## config.mk

```make
export PLATFORM = sky130hd
export DESIGN_NAME = csp_sfr_bank
export DESIGN_NICKNAME = d
export VERILOG_FILES = /design/src/logic/csp_pkg.sv /design/src/logic/csp_sfr_bank.sv /design/src/logic/csp_wreg_ram.sv
export SDC_FILE = /design/constraint.sdc
export NUM_CORES = 1
export LEC_CHECK = 0
export BUFFER_PORTS_ARGS = -buffer_cell sky130_fd_sc_hd__buf_2
export CELL_PAD_IN_SITES_DETAIL_PLACEMENT = 0
export CELL_PAD_IN_SITES_GLOBAL_PLACEMENT = 1
export CORE_ASPECT_RATIO = 0.8
export CORE_MARGIN = 4
export CORE_UTILIZATION = 40
export DETAILED_ROUTE_END_ITERATION = 7
export PLACE_DENSITY = 0.76
export SLEW_MARGIN = 10
export SYNTH_ARGS = -nofsm -noshare
export SYNTH_HDL_FRONTEND = slang
export SYNTH_SLANG_ARGS = --single-unit
```

## constraint.sdc

```tcl
create_clock -name clk -period 7 [get_ports clk]
set_input_delay 1.4 -clock clk [delete_from_list [all_inputs] [get_ports clk]]
set_output_delay 1.4 -clock clk [all_outputs]
set_load 0.03 [all_outputs]
```

## src/logic/csp_pkg.sv

```systemverilog
// Purpose: Shared constants and types for the status/power register bank
// Assumes: 8-bit register bus from the processor core, one clock
// Notes: Addresses are register-space byte addresses
package csp_pkg;
    localparam logic [7:0] ADDR_POWER_CONTROL = 8'h87;
    localparam logic [7:0] ADDR_PORT1 = 8'h90;
    localparam logic [7:0] ADDR_SILICON_REV = 8'hc2;
    localparam logic [7:0] ADDR_PROCESSOR_FLAGS = 8'hd0;
    localparam logic [7:0] ADDR_ADC_OFS_LO = 8'hf1;
    localparam logic [7:0] ADDR_ADC_OFS_HI = 8'hf2;
    localparam logic [7:0] ADDR_ADC_GAIN_LO = 8'hf3;
    localparam logic [7:0] ADDR_ADC_GAIN_HI = 8'hf4;
    localparam logic [7:0] ADDR_SPI_CTRL = 8'hf8;

    localparam logic [7:0] RST_POWER_CONTROL = 8'h00;
    localparam logic [7:0] RST_PROCESSOR_FLAGS = 8'h00;
    localparam logic [7:0] RST_PORT1 = 8'hff;
    localparam logic [7:0] RST_SPI_CTRL = 8'h04;
    localparam logic [7:0] RST_CAL = 8'h00;

    localparam int unsigned SPI_MASTER_SEL_POS = 4;
    localparam int unsigned SPI_RATE_BIT0_POS = 0;
    localparam int unsigned WREG_DEPTH = 32;
    localparam int unsigned BANK_SIZE = 8;
    localparam logic [1:0] P1_BIDIR_MASK = 2'b11;

    // Field order gives bit 7 first
    typedef struct packed {
        logic carry_flag;
        logic half_carry;
        logic user_flag_a;
        logic bank_sel_hi;
        logic bank_sel_lo;
        logic signed_wrap_flag;
        logic user_flag_b;
        logic parity;
    } csp_flags_t;

    typedef struct packed {
        logic baud_doubler;
        logic spi_wake_irq_en;
        logic ext0_wake_irq_en;
        logic reserved4;
        logic spare_flag_1;
        logic spare_flag_0;
        logic deep_sleep_en;
        logic doze_en;
    } csp_power_t;

    typedef struct packed {
        logic [7:0] ofs_lo;
        logic [7:0] ofs_hi;
        logic [7:0] gain_lo;
        logic [7:0] gain_hi;
    } csp_cal_t;

    typedef struct packed {
        logic carry_flag;
        logic half_carry;
        logic signed_wrap_flag;
    } csp_alu_t;
endpackage

```

## src/logic/csp_sfr_bank.sv

```systemverilog
// Purpose: Flags, power control and general register-space decode for the core
// Assumes: Core drives one access per cycle; pins are asynchronous
// Notes: Read data appear one cycle after the read strobe
//
// Summary of operation
// - Flags register sits at D0H, resets to 00H, bit-addressable.
// - Flag bits 4 and 3 pick working register bank 0 to 3.
// - Carry bit 7, half carry 6, overflow 2, parity 0, user 5 and 1.
// - Power control sits at 87H, resets to 00H, byte access only.
// - Power bit 1 deep sleep, bit 0 doze, bits 3,2 spare, bit 4 reserved.
// - Power bit 6 lets SPI wake, bit 5 lets external interrupt 0 wake.
// - Power bit 7 doubles the UART baud rate.
// - All registers except PC and working banks live in register space.
// - Unoccupied addresses store nothing; reads undefined, writes ignored. Here reads return 00H.
// - Addresses with low nibble 0H or 8H accept single-bit set/clear/test.
// - Port 1 pins 0,1 bidirectional; pins 2 to 7 input only.
// - Read-only byte returns the silicon revision identifier.
// - Converter calibration registers load factory values at power-on; writable later.
// - With SPI master-select clear, rate bit 0 reads the slave-select pin.
// - Lowest 32 RAM bytes form four banks of eight working registers.
`timescale 1ns/1ps
`default_nettype none
module csp_sfr_bank
    import csp_pkg::*;
#(
    parameter logic [7:0] SILICON_REV = 8'h5a // Arbitrary value
)
(
    input wire logic clk,
    input wire logic rst,
    input wire logic [7:0] sfr_addr,
    input wire logic sfr_wr,
    input wire logic sfr_rd,
    input wire logic [7:0] sfr_wdata,
    input wire logic bit_set,
    input wire logic bit_clr,
    input wire logic [2:0] bit_pos,
    output logic [7:0] sfr_rdata,
    output logic sfr_rvalid,
    input wire logic alu_we,
    input wire csp_alu_t alu_flags,
    input wire logic [7:0] acc_value,
    input wire logic [2:0] wreg_num,
    input wire logic wreg_we,
    input wire logic [7:0] wreg_wdata,
    output logic [7:0] wreg_rdata,
    input wire csp_cal_t cal_factory,
    output csp_cal_t cal_coeff,
    output csp_flags_t flags,
    output csp_power_t power,
    output logic spi_master_sel,
    output logic spi_rate_bit0,
    input wire logic ss_pin,
    input wire logic [7:0] p1_pin_in,
    output logic [1:0] p1_pin_out,
    output logic [1:0] p1_pin_oe
);
    typedef enum logic {CSP_LOAD, CSP_RUN} csp_state_t;

    csp_state_t state, next_state;
    csp_flags_t next_flags;
    csp_power_t next_power;
    csp_cal_t next_cal;
    logic [7:0] spi_ctrl, next_spi_ctrl;
    logic [7:0] p1_latch, next_p1_latch;
    logic [7:0] next_rdata;
    logic [1:0] next_p1_oe;
    logic [8:0] sync1, sync2, sync3;
    logic [8:0] pin_level, next_pin_level;

    // Bit access only where the low three address bits are zero
    function automatic logic bit_addressable(input logic [7:0] a);
        return a[2:0] == 3'h0;
    endfunction

    function automatic logic [7:0] apply_write(input logic [7:0] cur, input logic [7:0] a,
                                               input logic wr, input logic [7:0] wd,
                                               input logic bs, input logic bc, input logic [2:0] bp);
        logic [7:0] v;
        v = cur;
        if (wr) begin
            v = wd;
        end else if (bit_addressable(a) && (bs || bc)) begin
            v[bp] = bs;
        end
        return v;
    endfunction

    // Three-stage pin capture; a level counts once stages two and three agree
    always_ff @(posedge clk or posedge rst) begin
        if (rst) begin
            sync1 <= '1;
            sync2 <= '1;
            sync3 <= '1;
        end else begin
            sync1 <= {ss_pin, p1_pin_in};
            sync2 <= sync1;
            sync3 <= sync2;
        end
    end

    always_comb begin
        next_pin_level = pin_level;
        for (int i = 0; i < 9; i++) begin
            if (sync2[i] == sync3[i]) begin
                next_pin_level[i] = sync3[i];
            end
        end
    end

    always_comb begin
        next_state = CSP_RUN;
        next_flags = flags;
        next_power = power;
        next_cal = cal_coeff;
        next_spi_ctrl = spi_ctrl;
        next_p1_latch = p1_latch;
        next_rdata = 8'h00;
        if (alu_we) begin
            next_flags.carry_flag = alu_flags.carry_flag;
            next_flags.half_carry = alu_flags.half_carry;
            next_flags.signed_wrap_flag = alu_flags.signed_wrap_flag;
        end
        // Explicit register write overrides an ALU update in the same cycle
        if (sfr_addr == ADDR_PROCESSOR_FLAGS) begin
            next_flags = apply_write(next_flags, sfr_addr, sfr_wr, sfr_wdata, bit_set, bit_clr, bit_pos);
        end
        next_flags.parity = ^acc_value;
        if (sfr_addr == ADDR_POWER_CONTROL && sfr_wr) begin
            next_power = sfr_wdata;
            next_power.reserved4 = 1'b0;
        end
        if (sfr_addr == ADDR_SPI_CTRL) begin
            next_spi_ctrl = apply_write(spi_ctrl, sfr_addr, sfr_wr, sfr_wdata, bit_set, bit_clr, bit_pos);
        end
        if (sfr_addr == ADDR_PORT1) begin
            next_p1_latch = apply_write(p1_latch, sfr_addr, sfr_wr, sfr_wdata, bit_set, bit_clr, bit_pos);
        end
        if (sfr_wr) begin
            case (sfr_addr)
                ADDR_ADC_OFS_LO: next_cal.ofs_lo = sfr_wdata;
                ADDR_ADC_OFS_HI: next_cal.ofs_hi = sfr_wdata;
                ADDR_ADC_GAIN_LO: next_cal.gain_lo = sfr_wdata;
                ADDR_ADC_GAIN_HI: next_cal.gain_hi = sfr_wdata;
                default: ;
            endcase
        end
        // Factory load in the first cycle after reset release
        if (state == CSP_LOAD) begin
            next_cal = cal_factory;
        end
        if (sfr_rd) begin
            case (sfr_addr)
                ADDR_PROCESSOR_FLAGS: next_rdata = flags;
                ADDR_POWER_CONTROL: next_rdata = power;
                ADDR_SILICON_REV: next_rdata = SILICON_REV;
                ADDR_ADC_OFS_LO: next_rdata = cal_coeff.ofs_lo;
                ADDR_ADC_OFS_HI: next_rdata = cal_coeff.ofs_hi;
                ADDR_ADC_GAIN_LO: next_rdata = cal_coeff.gain_lo;
                ADDR_ADC_GAIN_HI: next_rdata = cal_coeff.gain_hi;
                ADDR_PORT1: next_rdata = pin_level[7:0];
                ADDR_SPI_CTRL: begin
                    next_rdata = spi_ctrl;
                    if (!spi_ctrl[SPI_MASTER_SEL_POS]) begin
                        next_rdata[SPI_RATE_BIT0_POS] = pin_level[8];
                    end
                end
                // Unoccupied or reserved: no storage, reads as zero
                default: next_rdata = 8'h00;
            endcase
        end
    end

    // Only pins 0 and 1 can drive; they pull low when their latch bit is zero
    always_comb begin
        next_p1_oe = ~next_p1_latch[1:0] & P1_BIDIR_MASK;
    end

    always_ff @(posedge clk or posedge rst) begin
        if (rst) begin
            state <= CSP_LOAD;
            flags <= RST_PROCESSOR_FLAGS;
            power <= RST_POWER_CONTROL;
            cal_coeff <= {4{RST_CAL}};
            spi_ctrl <= RST_SPI_CTRL;
            p1_latch <= RST_PORT1;
            sfr_rdata <= 8'h00;
            sfr_rvalid <= 1'b0;
            pin_level <= '1;
            p1_pin_oe <= 2'b00;
            p1_pin_out <= 2'b00;
            spi_master_sel <= 1'b0;
            spi_rate_bit0 <= 1'b0;
        end else begin
            state <= next_state;
            flags <= next_flags;
            power <= next_power;
            cal_coeff <= next_cal;
            spi_ctrl <= next_spi_ctrl;
            p1_latch <= next_p1_latch;
            sfr_rdata <= next_rdata;
            sfr_rvalid <= sfr_rd;
            pin_level <= next_pin_level;
            p1_pin_oe <= next_p1_oe;
            p1_pin_out <= 2'b00;
            spi_master_sel <= next_spi_ctrl[SPI_MASTER_SEL_POS];
            spi_rate_bit0 <= next_spi_ctrl[SPI_RATE_BIT0_POS];
        end
    end

    // Bank from the live flags, so a bank switch takes effect next cycle
    csp_wreg_ram u_wreg (
        .clk(clk),
        .addr({flags.bank_sel_hi, flags.bank_sel_lo, wreg_num}),
        .we(wreg_we),
        .wdata(wreg_wdata),
        .rdata(wreg_rdata)
    );
    // Power bits reach sleep, wake and baud logic straight from the register
endmodule
`default_nettype wire

```

## src/logic/csp_wreg_ram.sv

```systemverilog
// Purpose: Working register storage, four banks of eight bytes
// Assumes: Single port, write and registered read share the index
// Notes: Contents are not cleared by reset
`timescale 1ns/1ps
`default_nettype none
module csp_wreg_ram
    import csp_pkg::*;
(
    input wire logic clk,
    input wire logic [4:0] addr,
    input wire logic we,
    input wire logic [7:0] wdata,
    output logic [7:0] rdata
);
    logic [7:0] mem [WREG_DEPTH];

    always_ff @(posedge clk) begin
        if (we) begin
            mem[addr] <= wdata;
        end
        rdata <= mem[addr];
    end
endmodule
`default_nettype wire
```

==> results.toml <==
[timing]
finalWorstSetupSlack_ns = 3.45
hold_viol_final = 0
setup_violations = 0
tns_ns = 0
fmax_ghz = 0.282
rsz0062_at_grt = "no"
fin_skew_ns = 0.0267
min_period_over_period = 0.507
holdWs_ns = 0.354
fin_crit_ns = 3.55
relSlewSlack = 0.142
tightest_slew_ns = 1.28
final_max_slew_viol_count = 0

[grt]
grt_first_pass_wirelength_mm = 57.3
grt_pass1_vias = 8744
grt_max_degree = 69
track_usage = 0.186
overflow = 0
antenna_found_initial = 1

[synth]
syn_area_um2 = 15000
synth_cell_types = 63
synth-simple-area-share = 0.0629
ys_seq_area_frac = 0.703
yosys_warnings = 0
synthXorXnorAreaFrac = 0.00468
async_flop_share = 0.285
syn_area_per_cell_um2 = 17.2
synthMuxAreaShare = 0.134
synth_top_family_by_area = "multiplexers"
synthFlopType = "edfxtp_1"
syn_inst = 870
synthAdderAreaFrac = 0.00602
synth-compound-area-share = 0.0686
ys_ff_latch = 369
synth_edf_count = 256

[floorplan]
row_count = 63
ios = 161
die_w_um = 224
initial_utilization = 0.405
die_h_um = 181
dieArea_um2 = 40600
coreArea_um2 = 37000

[setup_path]
critPathCaptureType = "register"
endpoint = "u_wreg.mem[3][7]"
crit_fanout = 68
cp_data_arrival_time_ns = 3.71
path_class = "in2reg"
r2r-start = "flags[3]"
timing.rr.end = "u_wreg.rdata[2]"
cp-startpoint = "wreg_num[1]"
reg2reg_depth = 3
start_kind = "input pin"
cp.required_ns = 7.16
reg2reg_setup_slack_ns = 4.50

[power_and_ir_drop]
power_leakage_nw = 6.23
p_switching_w = 0.00110
p_int_w = 0.00370
finalPower_w = 0.00480
combinationalPowerShare = 0.076
clockPowerShare = 0.414
ir_worst_vdd_mv = 0.145
swShare = 0.230
power_per_cell_area_nw_per_um2 = 276
power_frac_seq = 0.510

[detailed_routing]
wl_per_cell_um = 24.7
route.vias.total = 8727
dr.pass1.iters = 5
drt-total-wl_mm = 38.0
post-route-drc-count = 0
ant_nets = 0
viasPerCell = 5.68
drtIter0Drc = 1123

[cts]
post_cts_resized = 0
cts_buffers = 38
clockBufferDepth = 3
insertion_delay_ns = 0.54
ctsHoldBuffers = 0
post_cts_buffers = 0
root_buffer = "clkbuf_16"
cts_tree = "done"
clk_pin_slew_worst_paths_ns = 0.06
h-tree-depth = 2
cts.sinks = 369

[status]
status = "finished clean"

[place]
pre_cts_slack_ns = 2.91
io_buffers = 157
place.gp.congestion = 0.865
hpwl_mm = 25.7

[cells_and_area]
nets = 1110
antenna_cells = 0
layout_common_cells = "edfxtp_1, buf_2, nor2_1"
final_core_util = 0.470
synthToLayoutAreaGrowth_pct = 15.9
final.fill_count = 3164
final_common_cell = "edfxtp_1"
drive_gt1_frac = 0.342

[hold_path]
worstHoldPathType = "reg2reg"

[run]
drv_cap = 0
[per-stage QoR]
step	area (um2)	std cells
3_5_place_dp	16100	1467
4_1_cts	17400	1537
6_report	17400	1537
3_3_place_gp	16100	1467
5_1_grt	17400	1537
2_1_floorplan	15000	872
[worst min-delay path by stage]
stage	start	end	slack (ns)	depth (start not counted)
finish	sync1[1]	sync2[1]	0.35	0
global placement	sync1[3]	sync2[3]	0.35	0
global route	sync1[1]	sync2[1]	0.36	0
detailed placement	sync1[8]	sync2[8]	0.35	0
floorplan	sync1[0]	sync2[0]	0.35	0
CTS	sync1[1]	sync2[1]	0.35	0
[cell type report]
class                      instances  area [um2]  share of cell area
timing repair buffer             161         818              0.0471
multi-input combinational        445        4160               0.239
clock buffer                      55        1100              0.0631
inverter                           5        21.3             0.00123
tap                              487         609              0.0351
clock inverter                    15         135             0.00778
sequential                       369       10500               0.606
[sequential cells by signal, indices dropped and copies added (netlist names), 2 cells and up]
signal        cells
pin_level         9
sfr_rdata         8
u_wreg.rdata      8
sync3             9
flags             8
sync2             9
p1_pin_oe         2
sync1             9
spi_ctrl          8
u_wreg.mem      256
p1_latch          2
power             7
cal_coeff        32
[cell families after synthesis]
logic type | count (synthesis)
multiplexers | 119
XOR/XNOR | 8
flip-flops | 369
AO/OA/AOI/OAI | 143
buffers and inverters | 58
AND/OR/NAND/NOR | 162
adder cells (fa/ha/maj) | 9
other | 2
[power by group through the flow]
| stage | clock network, W | logic, W | registers, W |
|---|---|---|---|
| 6_report | 0.00199 | 0.000366 | 0.00245 |
| 3_5_place_dp | 0 | 0.000367 | 0.00249 |
| 3_3_place_gp | 0 | 0.000364 | 0.00249 |
| 5_1_grt | 0.00212 | 0.000393 | 0.00245 |
| 2_1_floorplan | 0 | 0.000169 | 0.00253 |
| 4_1_cts | 0.00203 | 0.000368 | 0.00245 |
[per-layer routing]
layer,share of wire,GRT usage,vias to the layer above,wire length [um]
met3,0.092,0.0492,55,3490
met1,0.45,0.289,4496,17100
met4,0.021,0.0453,0,801
met2,0.44,0.263,389,16600
li1,-,-,3787,-
met5,0,0,-,0
[critical path, cell delays in order]
cell and delay (ns):
buf_2 0.08, buf_4 0.71, nand3_1 0.69, nor2_1 0.79
[synth_stat cells, types with 4 or more instances]
library cell / count / area [um2]
maj3_1: 9 / 90.1
dfstp_2: 39 / 1020
a31oi_1: 8 / 50.1
a21oi_1: 32 / 160
dfrtp_1: 66 / 1650
nor2_1: 78 / 293
clkbuf_1: 18 / 67.6
a211oi_1: 4 / 30.0
a22o_1: 8 / 70.1
o21ai_0: 9 / 45.0
buf_1: 8 / 30.0
nor3_1: 7 / 35.0
mux2_2: 17 / 191
mux2i_1: 38 / 380
edfxtp_1: 256 / 7690
nand2_1: 5 / 18.8
inv_1: 5 / 18.8
a221oi_1: 4 / 35.0
buf_2: 13 / 65.1
nor2b_1: 6 / 37.5
nand3b_1: 9 / 67.6
dfxtp_1: 8 / 160
or3b_2: 4 / 35.0
buf_6: 4 / 45.0
o31ai_1: 10 / 75.1
and3_1: 5 / 31.3
a32oi_1: 5 / 43.8
buf_4: 10 / 75.1
a22oi_1: 50 / 375
xnor2_1: 7 / 61.3
nand4_1: 9 / 56.3
nand3_1: 4 / 20.0
mux4_2: 64 / 1440
Note: power is estimated with default switching activity, not from simulation.
